**config.mk**
```make
export PLATFORM = sky130hd
export DESIGN_NAME = pec_counters
export DESIGN_NICKNAME = d
export VERILOG_FILES = /design/src/rtl/pec_pkg.sv /design/src/rtl/pec_counters.sv
export SDC_FILE = /design/constraint.sdc
export NUM_CORES = 1
export LEC_CHECK = 0
export BUFFER_PORTS_ARGS = -buffer_cell sky130_fd_sc_hd__buf_2
export CORE_MARGIN = 2
export CORE_UTILIZATION = 59
export CTS_BUF_LIST = sky130_fd_sc_hd__clkbuf_8
export CTS_CLUSTER_SIZE = 25
export DETAILED_ROUTE_END_ITERATION = 8
export PLACE_DENSITY = 0.88
export SYNTH_ARGS = -nofsm -noshare
export SYNTH_HDL_FRONTEND = slang
export SYNTH_SLANG_ARGS = --single-unit
```
**constraint.sdc**
```tcl
create_clock -name clk -period 3.03 [get_ports clk]
set_clock_uncertainty 0.1 [all_clocks]
set_input_delay 0.4545 -clock clk [delete_from_list [all_inputs] [get_ports clk]]
set_output_delay 0.4545 -clock clk [all_outputs]
set_load 0.01 [all_outputs]
```
**src/rtl/pec_pkg.sv**
```systemverilog
// Shared constants and carrier types for the two-counter event monitor.
`default_nettype none
package pec_pkg;
    // Coprocessor register number and subaccess codes.
    localparam logic [4:0]  PEC_CP0_REG     = 5'h19;
    localparam logic [1:0]  PEC_SEL_CTRL    = 2'h0;
    localparam logic [1:0]  PEC_SEL_CNT0    = 2'h1;
    localparam logic [1:0]  PEC_SEL_CNT1    = 2'h2;
    // Control field positions for counter zero; counter one sits one stride higher.
    localparam int          PEC_CTE_BIT     = 31;
    localparam int          PEC_EV_LSB      = 5;
    localparam int          PEC_EV_W        = 5;
    localparam int          PEC_USER_BIT    = 4;
    localparam int          PEC_SUP_BIT     = 3;
    localparam int          PEC_KERN_BIT    = 2;
    localparam int          PEC_EXL_BIT     = 1;
    localparam int          PEC_CH_STRIDE   = 10;
    localparam logic [31:0] PEC_CTRL_MASK   = 32'h800ffbfe;
    localparam logic [31:0] PEC_CTRL_RESET  = 32'h0000_0000;
    localparam logic [31:0] PEC_CNT_RESET   = 32'h0000_0000;
    // Event codes: sixteen real events, then no event and reserved codes.
    localparam int          PEC_NUM_EVENTS  = 16;
    localparam logic [4:0]  PEC_EV_NONE     = 5'h10;
    localparam logic [15:0] PEC_EV0_RSVD    = 16'h4001;
    localparam logic [15:0] PEC_EV1_RSVD    = 16'h0000;
    // Counter register layout.
    localparam int          PEC_WRAP_BIT    = 31;
    // Operating mode encoding of the core.
    localparam logic [1:0]  PEC_KSU_KERNEL  = 2'h0;
    localparam logic [1:0]  PEC_KSU_SUPER   = 2'h1;
    localparam logic [1:0]  PEC_KSU_USER    = 2'h2;

    typedef struct packed {
        logic        valid;
        logic        write;
        logic [4:0]  reg_num;
        logic [1:0]  sel;
        logic [31:0] wdata;
    } pec_acc_t;

    typedef struct packed {
        logic       exception_level_flag;
        logic [1:0] ksu;
    } pec_mode_t;

    typedef struct packed {
        logic [1:0][15:0] hit;
    } pec_evt_t;

    typedef struct packed {
        logic [31:0]      ctrl;
        logic [1:0][31:0] cnt;
        logic [31:0]      rdata;
        logic             rvalid;
        logic             exc_req;
        logic             err_pc_sel;
    } pec_state_t;
endpackage
`default_nettype wire

```
**src/rtl/pec_counters.sv**
```systemverilog
// Two-counter performance event monitor reached through coprocessor register 25.
//
// Notes on behaviour
// RULE_01 - One control and two counter registers, all at coprocessor register 25.
// RULE_02 - The two low instruction bits pick which of the three registers is reached.
// RULE_03 - Software reads and writes all three registers, reserved bits excepted.
// RULE_04 - Control bit 31 enables counting and the exception; it resets to zero.
// RULE_05 - Counter one event comes from control bits 19:15, codes 0 to 7.
// RULE_06 - Counter one codes 8 to 15 are events; 16 none; 17 to 31 reserved.
// RULE_07 - Counter zero event comes from control bits 9:5; code 0 reserved.
// RULE_08 - Counter zero codes 8 to 15 are events, 14 reserved; 16 none.
// RULE_09 - User mode counting needs bit 14 for counter one, bit 4 for zero.
// RULE_10 - Supervisor counting needs bit 13 for counter one, bit 3 for zero.
// RULE_11 - Kernel counting needs bit 12 for counter one, bit 2 for zero.
// RULE_12 - Counting at exception level needs bit 11 for counter one, bit 1 for zero.
// RULE_13 - Control bits 30:20, 10 and 0 are written as zero and read as zero.
// RULE_14 - Counter registers hold a 31-bit count and a wrap flag in bit 31.
// RULE_15 - A count wrap sets the wrap flag and, if enabled, requests the exception.
// RULE_16 - A counter advances once per selected event when enabled for the mode.
// RULE_17 - The counter exception resumes through the error resume address.
`default_nettype none
module pec_counters #(
    parameter int NUM_EVENTS = pec_pkg::PEC_NUM_EVENTS
) (
    // Clock, reset and freeze.
    input  wire logic              clk,
    input  wire logic              rstn,
    input  wire logic              ce,
    // Coprocessor move access.
    input  wire pec_pkg::pec_acc_t acc,
    output logic [31:0]            rdata,
    output logic                   rvalid,
    // Core state and event strobes.
    input  wire pec_pkg::pec_mode_t mode,
    input  wire pec_pkg::pec_evt_t  evt,
    // Exception request toward the core.
    output logic                   exc_req,
    output logic                   err_pc_sel
);
    // The event decode indexes sixteen lines per counter, so other widths are refused.
    if (NUM_EVENTS != 16) begin : g_bad_events
        $error("pec_counters serves exactly sixteen event lines");
    end

    pec_pkg::pec_state_t q;
    pec_pkg::pec_state_t n;

    logic             acc_hit;
    logic [1:0]       inc;
    logic [1:0]       wrap;
    logic [1:0]       wr;

    always_comb begin
        logic [1:0]       mode_en;
        logic [1:0]       ev_on;
        logic [1:0][4:0]  code;
        logic [1:0][31:0] sum;
        logic [15:0]      rsvd;
        int               base;
        mode_en = 2'b00;
        ev_on   = 2'b00;
        code    = '0;
        sum     = '0;
        rsvd    = 16'h0000;
        base    = 0;
        n        = q;
        n.rvalid = 1'b0;
        // Only accesses naming register 25 reach this block.
        acc_hit = acc.valid && (acc.reg_num == pec_pkg::PEC_CP0_REG); // RULE_01
        inc  = 2'b00;
        wrap = 2'b00;
        wr   = 2'b00;
        for (int i = 0; i < 2; i++) begin
            base = i * pec_pkg::PEC_CH_STRIDE;
            code[i] = q.ctrl[pec_pkg::PEC_EV_LSB + base +: pec_pkg::PEC_EV_W];
            rsvd = (i == 0) ? pec_pkg::PEC_EV0_RSVD : pec_pkg::PEC_EV1_RSVD;
            // No event, reserved codes and codes 17 to 31 never count.
            if (code[i] < pec_pkg::PEC_EV_NONE && !rsvd[code[i][3:0]]) begin
                ev_on[i] = evt.hit[i][code[i][3:0]]; // RULE_05 RULE_06 RULE_07 RULE_08
            end
            // Exception level overrides the mode field while it is set.
            if (mode.exception_level_flag) begin
                mode_en[i] = q.ctrl[pec_pkg::PEC_EXL_BIT + base]; // RULE_12
            end else begin
                case (mode.ksu)
                    pec_pkg::PEC_KSU_USER: begin
                        mode_en[i] = q.ctrl[pec_pkg::PEC_USER_BIT + base]; // RULE_09
                    end
                    pec_pkg::PEC_KSU_SUPER: begin
                        mode_en[i] = q.ctrl[pec_pkg::PEC_SUP_BIT + base]; // RULE_10
                    end
                    pec_pkg::PEC_KSU_KERNEL: begin
                        mode_en[i] = q.ctrl[pec_pkg::PEC_KERN_BIT + base]; // RULE_11
                    end
                    default: begin
                        mode_en[i] = 1'b0;
                    end
                endcase
            end
            inc[i] = q.ctrl[pec_pkg::PEC_CTE_BIT] && mode_en[i] && ev_on[i]; // RULE_04 RULE_16
            sum[i] = {1'b0, q.cnt[i][30:0]} + 32'h0000_0001;
            wrap[i] = inc[i] && sum[i][31];
            wr[i] = acc_hit && acc.write &&
                    (acc.sel == ((i == 0) ? pec_pkg::PEC_SEL_CNT0 : pec_pkg::PEC_SEL_CNT1));
            if (wr[i]) begin
                // A write replaces the count, but a wrap in the same cycle still flags.
                n.cnt[i] = acc.wdata; // RULE_14
                n.cnt[i][pec_pkg::PEC_WRAP_BIT] = acc.wdata[31] | wrap[i]; // RULE_15
            end else if (inc[i]) begin
                n.cnt[i][30:0] = sum[i][30:0]; // RULE_16
                if (wrap[i]) begin
                    n.cnt[i][pec_pkg::PEC_WRAP_BIT] = 1'b1; // RULE_15
                end
            end
        end
        if (acc_hit && acc.write && acc.sel == pec_pkg::PEC_SEL_CTRL) begin
            n.ctrl = acc.wdata & pec_pkg::PEC_CTRL_MASK; // RULE_03 RULE_13
        end
        if (acc_hit && !acc.write) begin
            n.rvalid = 1'b1;
            case (acc.sel) // RULE_02 RULE_03
                pec_pkg::PEC_SEL_CTRL: begin
                    n.rdata = q.ctrl;
                end
                pec_pkg::PEC_SEL_CNT0: begin
                    n.rdata = q.cnt[0];
                end
                pec_pkg::PEC_SEL_CNT1: begin
                    n.rdata = q.cnt[1];
                end
                default: begin
                    n.rdata = 32'h0000_0000;
                end
            endcase
        end
        // The request holds while enabled and any wrap flag is set.
        n.exc_req = n.ctrl[pec_pkg::PEC_CTE_BIT] &&
                    (n.cnt[0][pec_pkg::PEC_WRAP_BIT] || n.cnt[1][pec_pkg::PEC_WRAP_BIT]); // RULE_15
        n.err_pc_sel = n.exc_req; // RULE_17
    end

    always_ff @(posedge clk) begin
        if (!rstn) begin
            q.ctrl       <= pec_pkg::PEC_CTRL_RESET; // RULE_04
            q.cnt        <= {pec_pkg::PEC_CNT_RESET, pec_pkg::PEC_CNT_RESET};
            q.rdata      <= 32'h0000_0000;
            q.rvalid     <= 1'b0;
            q.exc_req    <= 1'b0;
            q.err_pc_sel <= 1'b0;
        end else if (ce) begin
            q <= n;
        end
    end

    assign rdata      = q.rdata;
    assign rvalid     = q.rvalid;
    assign exc_req    = q.exc_req;
    assign err_pc_sel = q.err_pc_sel;

    // Checks on the register file and counting.
    chk_reserved_zero: assert property (@(posedge clk) disable iff (!rstn)
        (q.ctrl & ~pec_pkg::PEC_CTRL_MASK) == 32'h0000_0000) // RULE_13
        else $error("reserved control bits are not zero");

    chk_reset_disable: assert property (@(posedge clk)
        !rstn |=> !q.ctrl[31] && !q.exc_req) // RULE_04
        else $error("global enable or request set after reset");

    chk_disabled_hold: assert property (@(posedge clk) disable iff (!rstn)
        ce && !q.ctrl[31] && !(acc_hit && acc.write) |=> $stable(q.cnt)) // RULE_04
        else $error("counter moved while globally disabled");

    chk_count_step: assert property (@(posedge clk) disable iff (!rstn)
        ce && inc[0] && !wr[0] |=> q.cnt[0][30:0] == $past(q.cnt[0][30:0]) + 31'h1) // RULE_16
        else $error("counter zero did not step by one");

    chk_user_gate: assert property (@(posedge clk) disable iff (!rstn)
        ce && !mode.exception_level_flag && mode.ksu == pec_pkg::PEC_KSU_USER && !q.ctrl[14] && !wr[1]
        |=> $stable(q.cnt[1])) // RULE_09
        else $error("counter one counted in user mode while disabled");

    chk_exl_gate: assert property (@(posedge clk) disable iff (!rstn)
        ce && mode.exception_level_flag && !q.ctrl[1] && !wr[0] |=> $stable(q.cnt[0])) // RULE_12
        else $error("counter zero counted at exception level while disabled");

    chk_wrap_flag: assert property (@(posedge clk) disable iff (!rstn)
        ce && inc[1] && q.cnt[1][30:0] == 31'h7fffffff
        |=> q.cnt[1][31] && q.cnt[1][30:0] == 31'h0) // RULE_15
        else $error("wrap did not set the flag");

    chk_exc_follow: assert property (@(posedge clk) disable iff (!rstn)
        q.ctrl[31] && (q.cnt[0][31] || q.cnt[1][31]) |-> q.exc_req && q.err_pc_sel) // RULE_15 RULE_17
        else $error("exception request missing while a flag is set");

    chk_read_ctrl: assert property (@(posedge clk) disable iff (!rstn)
        ce && acc_hit && !acc.write && acc.sel == pec_pkg::PEC_SEL_CTRL
        |=> rvalid && rdata == $past(q.ctrl)) // RULE_02 RULE_03
        else $error("control read returned wrong data");

    chk_write_cnt: assert property (@(posedge clk) disable iff (!rstn)
        ce && wr[1] && !wrap[1] |=> q.cnt[1] == $past(acc.wdata)) // RULE_14
        else $error("counter one write not stored");

    chk_foreign_reg: assert property (@(posedge clk) disable iff (!rstn)
        ce && acc.valid && acc.reg_num != pec_pkg::PEC_CP0_REG |=> !rvalid) // RULE_01
        else $error("access to another register answered");

    chk_read_cnt0: assert property (@(posedge clk) disable iff (!rstn) // RULE_02 RULE_03
        ce && acc_hit && !acc.write && acc.sel == pec_pkg::PEC_SEL_CNT0
        |=> rvalid && rdata == $past(q.cnt[0]))
        else $error("counter zero read returned wrong data");

    chk_read_cnt1: assert property (@(posedge clk) disable iff (!rstn) // RULE_02 RULE_03
        ce && acc_hit && !acc.write && acc.sel == pec_pkg::PEC_SEL_CNT1
        |=> rvalid && rdata == $past(q.cnt[1]))
        else $error("counter one read returned wrong data");

    chk_read_unmapped: assert property (@(posedge clk) disable iff (!rstn) // RULE_02
        ce && acc_hit && !acc.write && acc.sel == 2'h3 |=> rvalid && rdata == 32'h0000_0000)
        else $error("unmapped subaccess read not zero");

    chk_no_answer: assert property (@(posedge clk) disable iff (!rstn) // RULE_01
        ce && !(acc_hit && !acc.write) |=> !rvalid)
        else $error("read answer without a read");

    chk_write_ctrl: assert property (@(posedge clk) disable iff (!rstn) // RULE_03 RULE_13
        ce && acc_hit && acc.write && acc.sel == pec_pkg::PEC_SEL_CTRL
        |=> q.ctrl == ($past(acc.wdata) & pec_pkg::PEC_CTRL_MASK))
        else $error("control write not stored");

    chk_write_cnt0: assert property (@(posedge clk) disable iff (!rstn) // RULE_14
        ce && wr[0] && !wrap[0] |=> q.cnt[0] == $past(acc.wdata))
        else $error("counter zero write not stored");

    chk_clash_flag: assert property (@(posedge clk) disable iff (!rstn) // RULE_15
        ce && wr[0] && wrap[0] |=> q.cnt[0][31])
        else $error("wrap lost under a counter write");

    chk_count_step1: assert property (@(posedge clk) disable iff (!rstn) // RULE_16
        ce && inc[1] && !wr[1] |=> q.cnt[1][30:0] == $past(q.cnt[1][30:0]) + 31'h1)
        else $error("counter one did not step by one");

    chk_wrap_flag0: assert property (@(posedge clk) disable iff (!rstn) // RULE_15
        ce && inc[0] && !wr[0] && q.cnt[0][30:0] == 31'h7fffffff
        |=> q.cnt[0][31] && q.cnt[0][30:0] == 31'h0)
        else $error("counter zero wrap did not set the flag");

    chk_flag_keep0: assert property (@(posedge clk) disable iff (!rstn) // RULE_14
        ce && !wr[0] && q.cnt[0][31] |=> q.cnt[0][31])
        else $error("counter zero flag cleared without a write");

    chk_flag_keep1: assert property (@(posedge clk) disable iff (!rstn) // RULE_14
        ce && !wr[1] && q.cnt[1][31] |=> q.cnt[1][31])
        else $error("counter one flag cleared without a write");

    chk_user_gate0: assert property (@(posedge clk) disable iff (!rstn) // RULE_09
        ce && !mode.exception_level_flag && mode.ksu == pec_pkg::PEC_KSU_USER && !q.ctrl[4] && !wr[0]
        |=> $stable(q.cnt[0]))
        else $error("counter zero counted in user mode while disabled");

    chk_sup_gate: assert property (@(posedge clk) disable iff (!rstn) // RULE_10
        ce && !mode.exception_level_flag && mode.ksu == pec_pkg::PEC_KSU_SUPER && !q.ctrl[3] && !wr[0]
        |=> $stable(q.cnt[0]))
        else $error("counter zero counted in supervisor mode while disabled");

    chk_kern_gate: assert property (@(posedge clk) disable iff (!rstn) // RULE_11
        ce && !mode.exception_level_flag && mode.ksu == pec_pkg::PEC_KSU_KERNEL && !q.ctrl[12] && !wr[1]
        |=> $stable(q.cnt[1]))
        else $error("counter one counted in kernel mode while disabled");

    chk_exl_gate1: assert property (@(posedge clk) disable iff (!rstn) // RULE_12
        ce && mode.exception_level_flag && !q.ctrl[11] && !wr[1] |=> $stable(q.cnt[1]))
        else $error("counter one counted at exception level while disabled");

    chk_none_code0: assert property (@(posedge clk) disable iff (!rstn) // RULE_08
        ce && q.ctrl[9:5] >= 5'h10 && !wr[0] |=> $stable(q.cnt[0]))
        else $error("counter zero counted on no event or a reserved code");

    chk_rsvd_code0: assert property (@(posedge clk) disable iff (!rstn) // RULE_07 RULE_08
        ce && (q.ctrl[9:5] == 5'h0 || q.ctrl[9:5] == 5'he) && !wr[0] |=> $stable(q.cnt[0]))
        else $error("counter zero counted on a reserved code");

    chk_none_code1: assert property (@(posedge clk) disable iff (!rstn) // RULE_05 RULE_06
        ce && q.ctrl[19:15] >= 5'h10 && !wr[1] |=> $stable(q.cnt[1]))
        else $error("counter one counted on no event or a reserved code");

    chk_event_counts: assert property (@(posedge clk) disable iff (!rstn) // RULE_05 RULE_16
        ce && q.ctrl[31] && !mode.exception_level_flag && mode.ksu == pec_pkg::PEC_KSU_KERNEL && q.ctrl[12]
        && q.ctrl[19:15] < 5'h10 && evt.hit[1][q.ctrl[18:15]] && !wr[1]
        |=> q.cnt[1][30:0] == $past(q.cnt[1][30:0]) + 31'h1)
        else $error("counter one missed a selected event");

    chk_exc_off: assert property (@(posedge clk) disable iff (!rstn) // RULE_04
        !q.ctrl[31] |-> !q.exc_req)
        else $error("exception request while globally disabled");

    chk_err_sel: assert property (@(posedge clk) disable iff (!rstn) // RULE_17
        err_pc_sel == exc_req)
        else $error("error resume selection differs from the request");

    chk_freeze_hold: assert property (@(posedge clk) disable iff (!rstn)
        !ce |=> $stable(q))
        else $error("state moved while the clock enable was low");

    cov_wrap:  cover property (@(posedge clk) disable iff (!rstn) wrap[0] || wrap[1]);
    cov_exc:   cover property (@(posedge clk) disable iff (!rstn) $rose(exc_req));
    cov_both:  cover property (@(posedge clk) disable iff (!rstn) inc == 2'b11);
    cov_clash: cover property (@(posedge clk) disable iff (!rstn) ce && wr[0] && inc[0]);
    cov_freeze: cover property (@(posedge clk) disable iff (!rstn) !ce && inc != 2'b00);
endmodule
`default_nettype wire

```
# Word level (Yosys, flattened, before mapping)
# Memories as Yosys holds them, arrays and structs flattened. A register that Yosys moved wholly into a read port is not among the register bits.
# Index checks and enable logic that the tools add are counted.
dict set report totals {
  output_inout_bits 35
  mem_bits_ro 32
  ff_bits 117
  memories 2
  input_bits 79
}
dict set report classes {
  bitwise 2
  n_lt_le_gt_ge 4
  n_reduce_logical 27
  add_sub_neg 2
  n_mux 25
  n_eq_ne 5
}
# memory words width rd rd_ports_with_merged_regs wr line_no
set mem_list {}
lappend mem_list {{(name not given)} 16 1 1 1 0 pec_counters.sv:78} ;# if (code[i] < pec_pkg::PEC_EV_NONE && !rsvd[code[i][3:0]]) begin
lappend mem_list {{(name not given)} 16 1 1 1 0 pec_counters.sv:78}
# op n
set ops {}
lappend ops {{$mux W32} 5}
lappend ops {{$pmux W32 S3} 1}
lappend ops {{$add A31 B1 Y32 const B} 2}
lappend ops {{$mux W4} 4}
lappend ops {{$logic_and A1 B1 Y1} 15}
lappend ops {{$mux W1} 11}
lappend ops {{$lt A4 B5 Y1 const B} 2}
lappend ops {{$lt A5 B5 Y1 const B} 2}
lappend ops {{$bmux W1 S4} 2}
lappend ops {{$reduce_and A2 Y1} 4}
lappend ops {{$pmux W1 S3} 2}
lappend ops {{$eq A5 B5 Y1 const B} 1}
lappend ops {{$eq A2 B1 Y1 const B} 2}
lappend ops {{$eq A2 B2 Y1 const B} 2}
lappend ops {{$logic_not A2 Y1} 2}
lappend ops {{$reduce_bool A2 Y1} 2}
lappend ops {{$logic_not A1 Y1} 3}
lappend ops {{$or A1 B1 Y1} 2}
lappend ops {{$logic_or A1 B1 Y1} 1}

# Longest topological paths before layout
# Gate-level depths: netlist of run 1.
dict set report depth {
  depth_word 12
  depth_mapped 9
  ltp_nobuf 7
}

# Worst setup path before layout of run 1
# No wires, ideal clock.
dict set report synth_timing {
  path_type {reg2reg}
  from {reg q[116] (netlist bit)}
  to {reg q[72] (netlist bit)}
  arrival_time_ps 2160
  path_stages_with_launch 9
  path_slack_ps 646
  path_buffers 2
  required_ps 2806
  cell_sequence {dfxtp_1 -> buf_2 -> mux4_2 -> mux4_2 -> nand4_1 -> buf_2 -> nor2_1 -> a221oi_1 -> a21oi_1}
}
dict set report synth_via {
  elab_chain_cells 6
  elab_cells_between_ends 8
  cone_classes {order compare (1); mux (3); reduce/logical (4)}
}
# item line_no
set synth_lines {}
lappend synth_lines {{from (decl)} pec_counters.sv:45} ;# pec_pkg::pec_state_t q;
lappend synth_lines {{from (signal assigned)} pec_counters.sv:151} ;# q <= n;
lappend synth_lines {{$bmux W1 S4 or $lt A5 B5 Y1 (tied branches)} {pec_counters.sv:79, pec_counters.sv:78}}
lappend synth_lines {{$mux W1 (implied by the code) or $logic_and A1 B1 Y1 (tied branches)} {pec_counters.sv:79, pec_counters.sv:78}}
lappend synth_lines {{$mux W1 *} pec_counters.sv:78}
lappend synth_lines {{$logic_and A1 B1 Y1 *} pec_counters.sv:100} ;# inc[i] = q.ctrl[pec_pkg::PEC_CTE_BIT] && mode_en[i] && ev_on[i];
lappend synth_lines {{$reduce_bool A2 Y1 (no source line) *} --}
lappend synth_lines {{$reduce_and A2 Y1 (no source line) *} --}
# Every way passes the cells marked *; elsewhere a longest branch is shown, timed or not. The select of a mux whose other input is x is not followed.
# A chain may end at the register's enable or synchronous reset.

# Worst setup path in the final report of run 1
# Same ends and word-level chain as after synthesis.

==> results.ini, run 1 <==
[clock_tree]
cts_htree_levels=4
cts.sinks=118
tritoncts=built
cts.reportedPaths.clkPinSlew_ns=0.08
ctsResizeCount=0
ctsLongestPathBuffers=2
cts_buffers=17
clk_root_buffer_cell=clkbuf_8
clk_latency_ns=0.47
cts_setup_buffers=0
ctsHoldBuffers=0

[final_layout]
final_common_cell=dfxtp_1
area_growth_pct=13.34
post_route_cells_drive_above_1_share_pct=20.10
final_nets=1094
diodes=0
final_cell_mix=dfxtp_1, buf_2, nand2_1

[setup_path]
rr_startpoint=q[116]
crit_path_end_kind=flop
critical_path_required_ns=3.28
crit_path_start=q[116]
arrival_ns=3.13
cp_max_fo=8
worstSetupPathType=flop to flop
startpoint_type=flop

[synth]
avgSynthCellArea_um2=7.704
synth_top_area_cell=dfxtp_1
synth_edf_count=0
yosysSeqAreaShare_pct=32.21
synth_top_family_by_area=compound AO/OA/AOI/OAI gates
synth_cell_types=71
synth_ff_type=dfxtp_1
netlist_instances=952
synthTopCellsByArea=dfxtp_1, a21oi_1, nand2_1, nor2_1, a211oi_1
syn_nets=1033
ys_warn_count=0
netlist.area_leader.share_pct=32.21
synthMuxAreaShare_pct=7.097
synth_fa_ha_area_share_pct=0.3412
ys_ff_latch=118
synth_area_mm2=0.007335
synth_compound_area_share_pct=27.04
synth_simple_gate_area_share_pct=25.37
synth_xor_area_share_pct=0.1194
async_flop_share_pct=0

[route]
ant_nets=0
drt_iter0_drc=1188
wl_per_cell_um=21.00
vias_per_cell=6.864
first_pass_iters=7
drc_errors=0
routed_wl_um=25060
dr_total_vias=8189

[placed_design]
place.gp.congestion=1.053
place_hpwl_um=17850
portBuffers=113

[status]
status=complete, no violations

[power]
p_leak_nw=2.944
pwr_density_cell_mw_per_mm2=416.4
p_total_w=0.003462
ir_drop_v=0.0003588

[sta]
post-route-period-util_pct=95.04
fmax_mhz=347.3
maxSlewViolCount=0
setup_viol=0
rsz0062_at_grt=no
tightest_slew_ns=0.7561
final_hold_viol_count=0
maxSlewHeadroom_pct=49.41
fin_crit_ns=2.880
tns_ns=0

[global_route]
grt_antenna_before_repair=0
grt_pass1_vias=7525
grt_overflow=0
grt_max_degree=66
grt_usage_pct=38.21
grt_pass1_wl_um=39120

[die]
rows=40
dieWidth_um=115.5
die_h_um=115.5
ioPinCount=114
die_area_mm2=0.01334
initial_utilization_pct=60.81
core-area_mm2=0.01206

[min_path]
hold_path_class=primary input to flop
hold_path.startpoint=acc[19]

[run]
cap_violations=0

-- cells in the mapped netlist (4+ instances only) --
library cell and number:
a211o_1 5, a211oi_1 44, a21oi_1 82, a22oi_1 23, a311oi_1 6, a31oi_1 22, a32o_1 5, a32oi_1 5
and2_1 5, and3_1 21, and4_1 6, buf_1 4, buf_2 9, buf_4 34, clkbuf_1 58, dfxtp_1 118
inv_1 7, mux2_2 5, mux2i_1 25, mux4_2 9, nand2_1 108, nand3_1 45, nand4_1 16, nor2_1 103
nor2b_1 6, nor3_1 20, nor3b_1 4, nor4_1 15, o21a_1 7, o21ai_0 35, o22ai_1 6, o31ai_1 7
o41ai_1 6, or3_1 10, or4_1 8
-- layout make-up --
cell class	count	area, um^2
Multi-Input combinational cell	720	4407
Fill cell	1040	3749
Sequential cell	118	2362
Timing Repair Buffer	148	853.3
Clock buffer	22	302.8
Tap cell	168	210.2
Clock inverter	9	147.6
Inverter	8	30.03
-- registers in the layout, indices dropped and copies added, names as in the netlist, named ones only --
| register | count |
|---|---|
| err_pc_sel | 1 |
| q | 83 |
| rdata | 32 |
| rvalid | 1 |
-- cells by family (layout without fill, tap and decap cells) --
family / count (synthesis) / in the layout
flip-flops: 118 / 118
AO/OA/AOI/OAI: 295 / 295
buffers and inverters: 114 / 187
adder cells (fa/ha/maj): 2 / 2
multiplexers: 40 / 40
XOR/XNOR: 1 / 1
AND/OR/NAND/NOR: 382 / 382
-- metrics by stage --
step	std cells	cell area (um^2)	hold slack [ns]	utilization [%]	setup slack [ns]
floorplan	952	7335	0.3441	-	0.6459
global placement	1162	7863	0.3569	65.19	0.3115
detailed placement	1162	7863	0.3643	65.19	0.1938
finish	1193	8313	0.1687	68.92	0.1504
global route	1193	8313	0.1684	68.92	0.03031
CTS	1193	8313	0.1495	68.92	0.1757
-- final timing paths --
path	cells after the start	endpoint	slack, ns
worst min register to register	2	q[102]	0.38
worst min-delay path	3	q[118]	0.17
worst max register to register	7	q[72]	0.15
worst max-delay path	7	q[72]	0.15
-- where the power goes --
part | total, W | leakage, nW | internal (W) | switching, W
Clock | 0.00166 | 0.236 | 0.000996 | 0.000663
Combinational | 0.000243 | 1.76 | 0.0000824 | 0.000160
Sequential | 0.00156 | 0.951 | 0.00156 | 0.00000449
Total | 0.00346 | 2.94 | 0.00263 | 0.000828
-- worst max-delay path, cell delays in order (launching register included) --
cell      delay [ns]
dfxtp_1         0.53
mux4_2          0.56
mux4_2          0.59
nand4_1         0.39
buf_4           0.22
nor2_1          0.05
a221oi_1        0.23
a21oi_1         0.10
-- metal layers --
| layer | vias up | global-route usage [%] | share of wire, % |
|---|---|---|---|
| li1 | 3698 | - | - |
| met1 | 3713 | 48.62 | 37 |
| met2 | 635 | 58.32 | 44 |
| met3 | 143 | 11.35 | 14 |
| met4 | 0 | 20.88 | 5.2 |
| met5 | - | 0 | 0 |
No activity file was read; power rests on OpenSTA's default activity.
==> run 2, diff against run 1 <==
--- a/config.mk
+++ b/config.mk
@@ -9,9 +9,12 @@
 export CORE_MARGIN = 2
 export CORE_UTILIZATION = 59
 export CTS_BUF_LIST = sky130_fd_sc_hd__clkbuf_8
+export CTS_CLUSTER_DIAMETER = 200
 export CTS_CLUSTER_SIZE = 25
 export DETAILED_ROUTE_END_ITERATION = 8
+export GPL_TIMING_DRIVEN = 0
 export PLACE_DENSITY = 0.88
+export REMOVE_ABC_BUFFERS = 1
 export SYNTH_ARGS = -nofsm -noshare
 export SYNTH_HDL_FRONTEND = slang
 export SYNTH_SLANG_ARGS = --single-unit
==> run 2 against run 1 <==
Compared with the run above: sequential power barely moved; fmax fell by 4.1%; non-clock buffer count fell by 26; wire length barely moved; combinational power barely moved; sequential share of layout area rose by 0.63 points; critical path type is now primary input to flop.
==> results.ini, run 2 (synthesis gave the netlist of run 1 again) <==
[status]
status=complete, no violations

[route]
drc_errors=0  ; unchanged
wl_per_cell_um=21.43  ; +2.0%
ant_nets=0  ; unchanged
routed_wl_um=25050  ; about the same
drt_iter0_drc=1498  ; +26%
dr_total_vias=8314  ; +1.5%
first_pass_iters=7  ; unchanged
vias_per_cell=7.112  ; +3.6%

[die]
rows=40  ; unchanged
die_h_um=115.5  ; unchanged
die_area_mm2=0.01334  ; unchanged
dieWidth_um=115.5  ; unchanged
core-area_mm2=0.01206  ; unchanged
ioPinCount=114  ; unchanged
initial_utilization_pct=60.81  ; unchanged

[sta]
whs_ns=0.1760  ; +0.007243 ns
final_hold_viol_count=0  ; unchanged
maxSlewHeadroom_pct=31.56  ; -18 points
setup_ws_ns=0.02627  ; -0.1241 ns
tightest_slew_ns=1.027  ; +0.2705 ns
fmax_mhz=332.9  ; -4.1%
post-route-period-util_pct=99.13  ; +4.1 points
maxSlewViolCount=0  ; unchanged
rsz0062_at_grt=yes
setup_viol=0  ; unchanged
fin_crit_ns=3.004  ; +0.1241 ns

[clock_tree]
ctsLongestPathBuffers=2  ; unchanged
tritoncts=built
clk_latency_ns=0.46  ; about the same
ctsHoldBuffers=0  ; unchanged
cts.sinks=118  ; unchanged
cts.reportedPaths.clkPinSlew_ns=0.07  ; about the same
clk_root_buffer_cell=clkbuf_8
cts_buffers=17  ; unchanged
cts_htree_levels=4  ; unchanged

[min_path]
hold_path_class=primary input to flop

[setup_path]
cpPeakStageDelay_ns=0.65  ; +0.06 ns
crit_path_end_kind=flop
arrival_ns=3.25  ; +0.12 ns
cp_slowest_cell=and3_2
cp_max_fo=30  ; +22
startpoint_type=primary input
cpMostUsedCell=nand2_1
crit_family=simple AND/OR/NAND/NOR gates
worstPathCellList=buf_2 > nor2b_4 > and3_2 > nand2_1 > nand2_1 > a21oi_1 > o31a_1
critical_path_required_ns=3.28  ; about the same
critPathBufInv=1  ; unchanged
worstSetupPathType=primary input to flop

[global_route]
grt_overflow=0  ; unchanged
grt_pass1_wl_um=37610  ; -3.9%
grt_usage_pct=36.58  ; -1.6 points
grt_antenna_before_repair=0  ; unchanged
grt_pass1_vias=7183  ; -4.5%
grt_max_degree=58  ; -12%

[placed_design]
place.gp.congestion=0.9929  ; -5.7%
pre_cts_ws_ns=-1.359  ; -1.553 ns
place_hpwl_um=16910  ; -5.3%
portBuffers=113  ; unchanged

[final_layout]
area_growth_pct=10.90
post_route_cells_drive_above_1_share_pct=19.08  ; -1.0 points
final_nets=1069  ; -2.3%
top_register=q
diodes=0  ; unchanged
reg_top3=q x83, rdata x32
largest_reg_flops=83  ; unchanged
final_common_cell=dfxtp_1
final_cell_mix=dfxtp_1, buf_2, nand2_1
fill_cells=1035  ; -0.48%

[power]
ir_drop_v=0.0002469  ; -31%
pwr_density_cell_mw_per_mm2=405.3  ; -2.7%
p_leak_nw=2.811  ; -4.5%

[run]
cap_violations=0  ; unchanged

run 2: cell count changes in the layout (fill, tap and decap cells not counted), sizes merged:
cell,change
buf,-26
clkbuf,-3
inv,+3
clkinvlp,+2
bufinv,-1
nor2b,+1
run 2: per-layer routing:
layer,wire [um],GRT usage [%]
met1,9247,48.33
met2,10670,54.07
met3,3768,10.72
met4,1362,19.44
met5,0,0
run 2: worst min-delay path: stages:
cell,delay [ns]
buf_2,0.12
nand2_1,0.06
a21oi_1,0.05
run 2: power by group:
part           total [W]  internal [W]  switching [W]  leakage (nW)
combinational   0.000243     0.0000781       0.000164          1.64
clock            0.00149      0.000838       0.000656         0.216
sequential       0.00156       0.00156     0.00000476         0.951
run 2: final cells by class:
type                       count  area, um^2  share of cell area [%]
tap                          168       210.2                   2.584
multi-input combinational    721        4481                   55.08
inverter                       8       31.28                  0.3846
clock inverter                13       140.1                   1.723
timing repair buffer         122       648.1                   7.968
clock buffer                  19       261.5                   3.215
sequential                   118        2362                   29.04
run 2: per-stage QoR:
step,instances,utilization [%],setup TNS (ns),power (W),area (um^2)
floorplan,846,-,-110.21,0.001670,6790
global placement,1127,62.73,-322.12,0.001811,7566
detailed placement,1133,63.32,-84.47,0.001818,7637
CTS,1165,66.95,0,0.003271,8075
global route,1169,67.44,-0.03504,0.003367,8134
finish,1169,67.44,0,0.003297,8134
run 2: path summary, 6_finish.rpt:
check	startpoint	end	slack [ns]	cells past startpoint
max	acc[32]	q[40]	0.03	7
min	acc[19]	q[118]	0.18	3
max reg2reg	q[116]	q[87]	0.18	6
min reg2reg	q[103]	q[103]	0.38	2
run 2: timing repair:
item | in CTS | in global routing
gates resized for setup | 11 | 5
setup buffers | 0 | 3
endpoints found under the setup margin | 90 | 39
cloned | 0 | 1
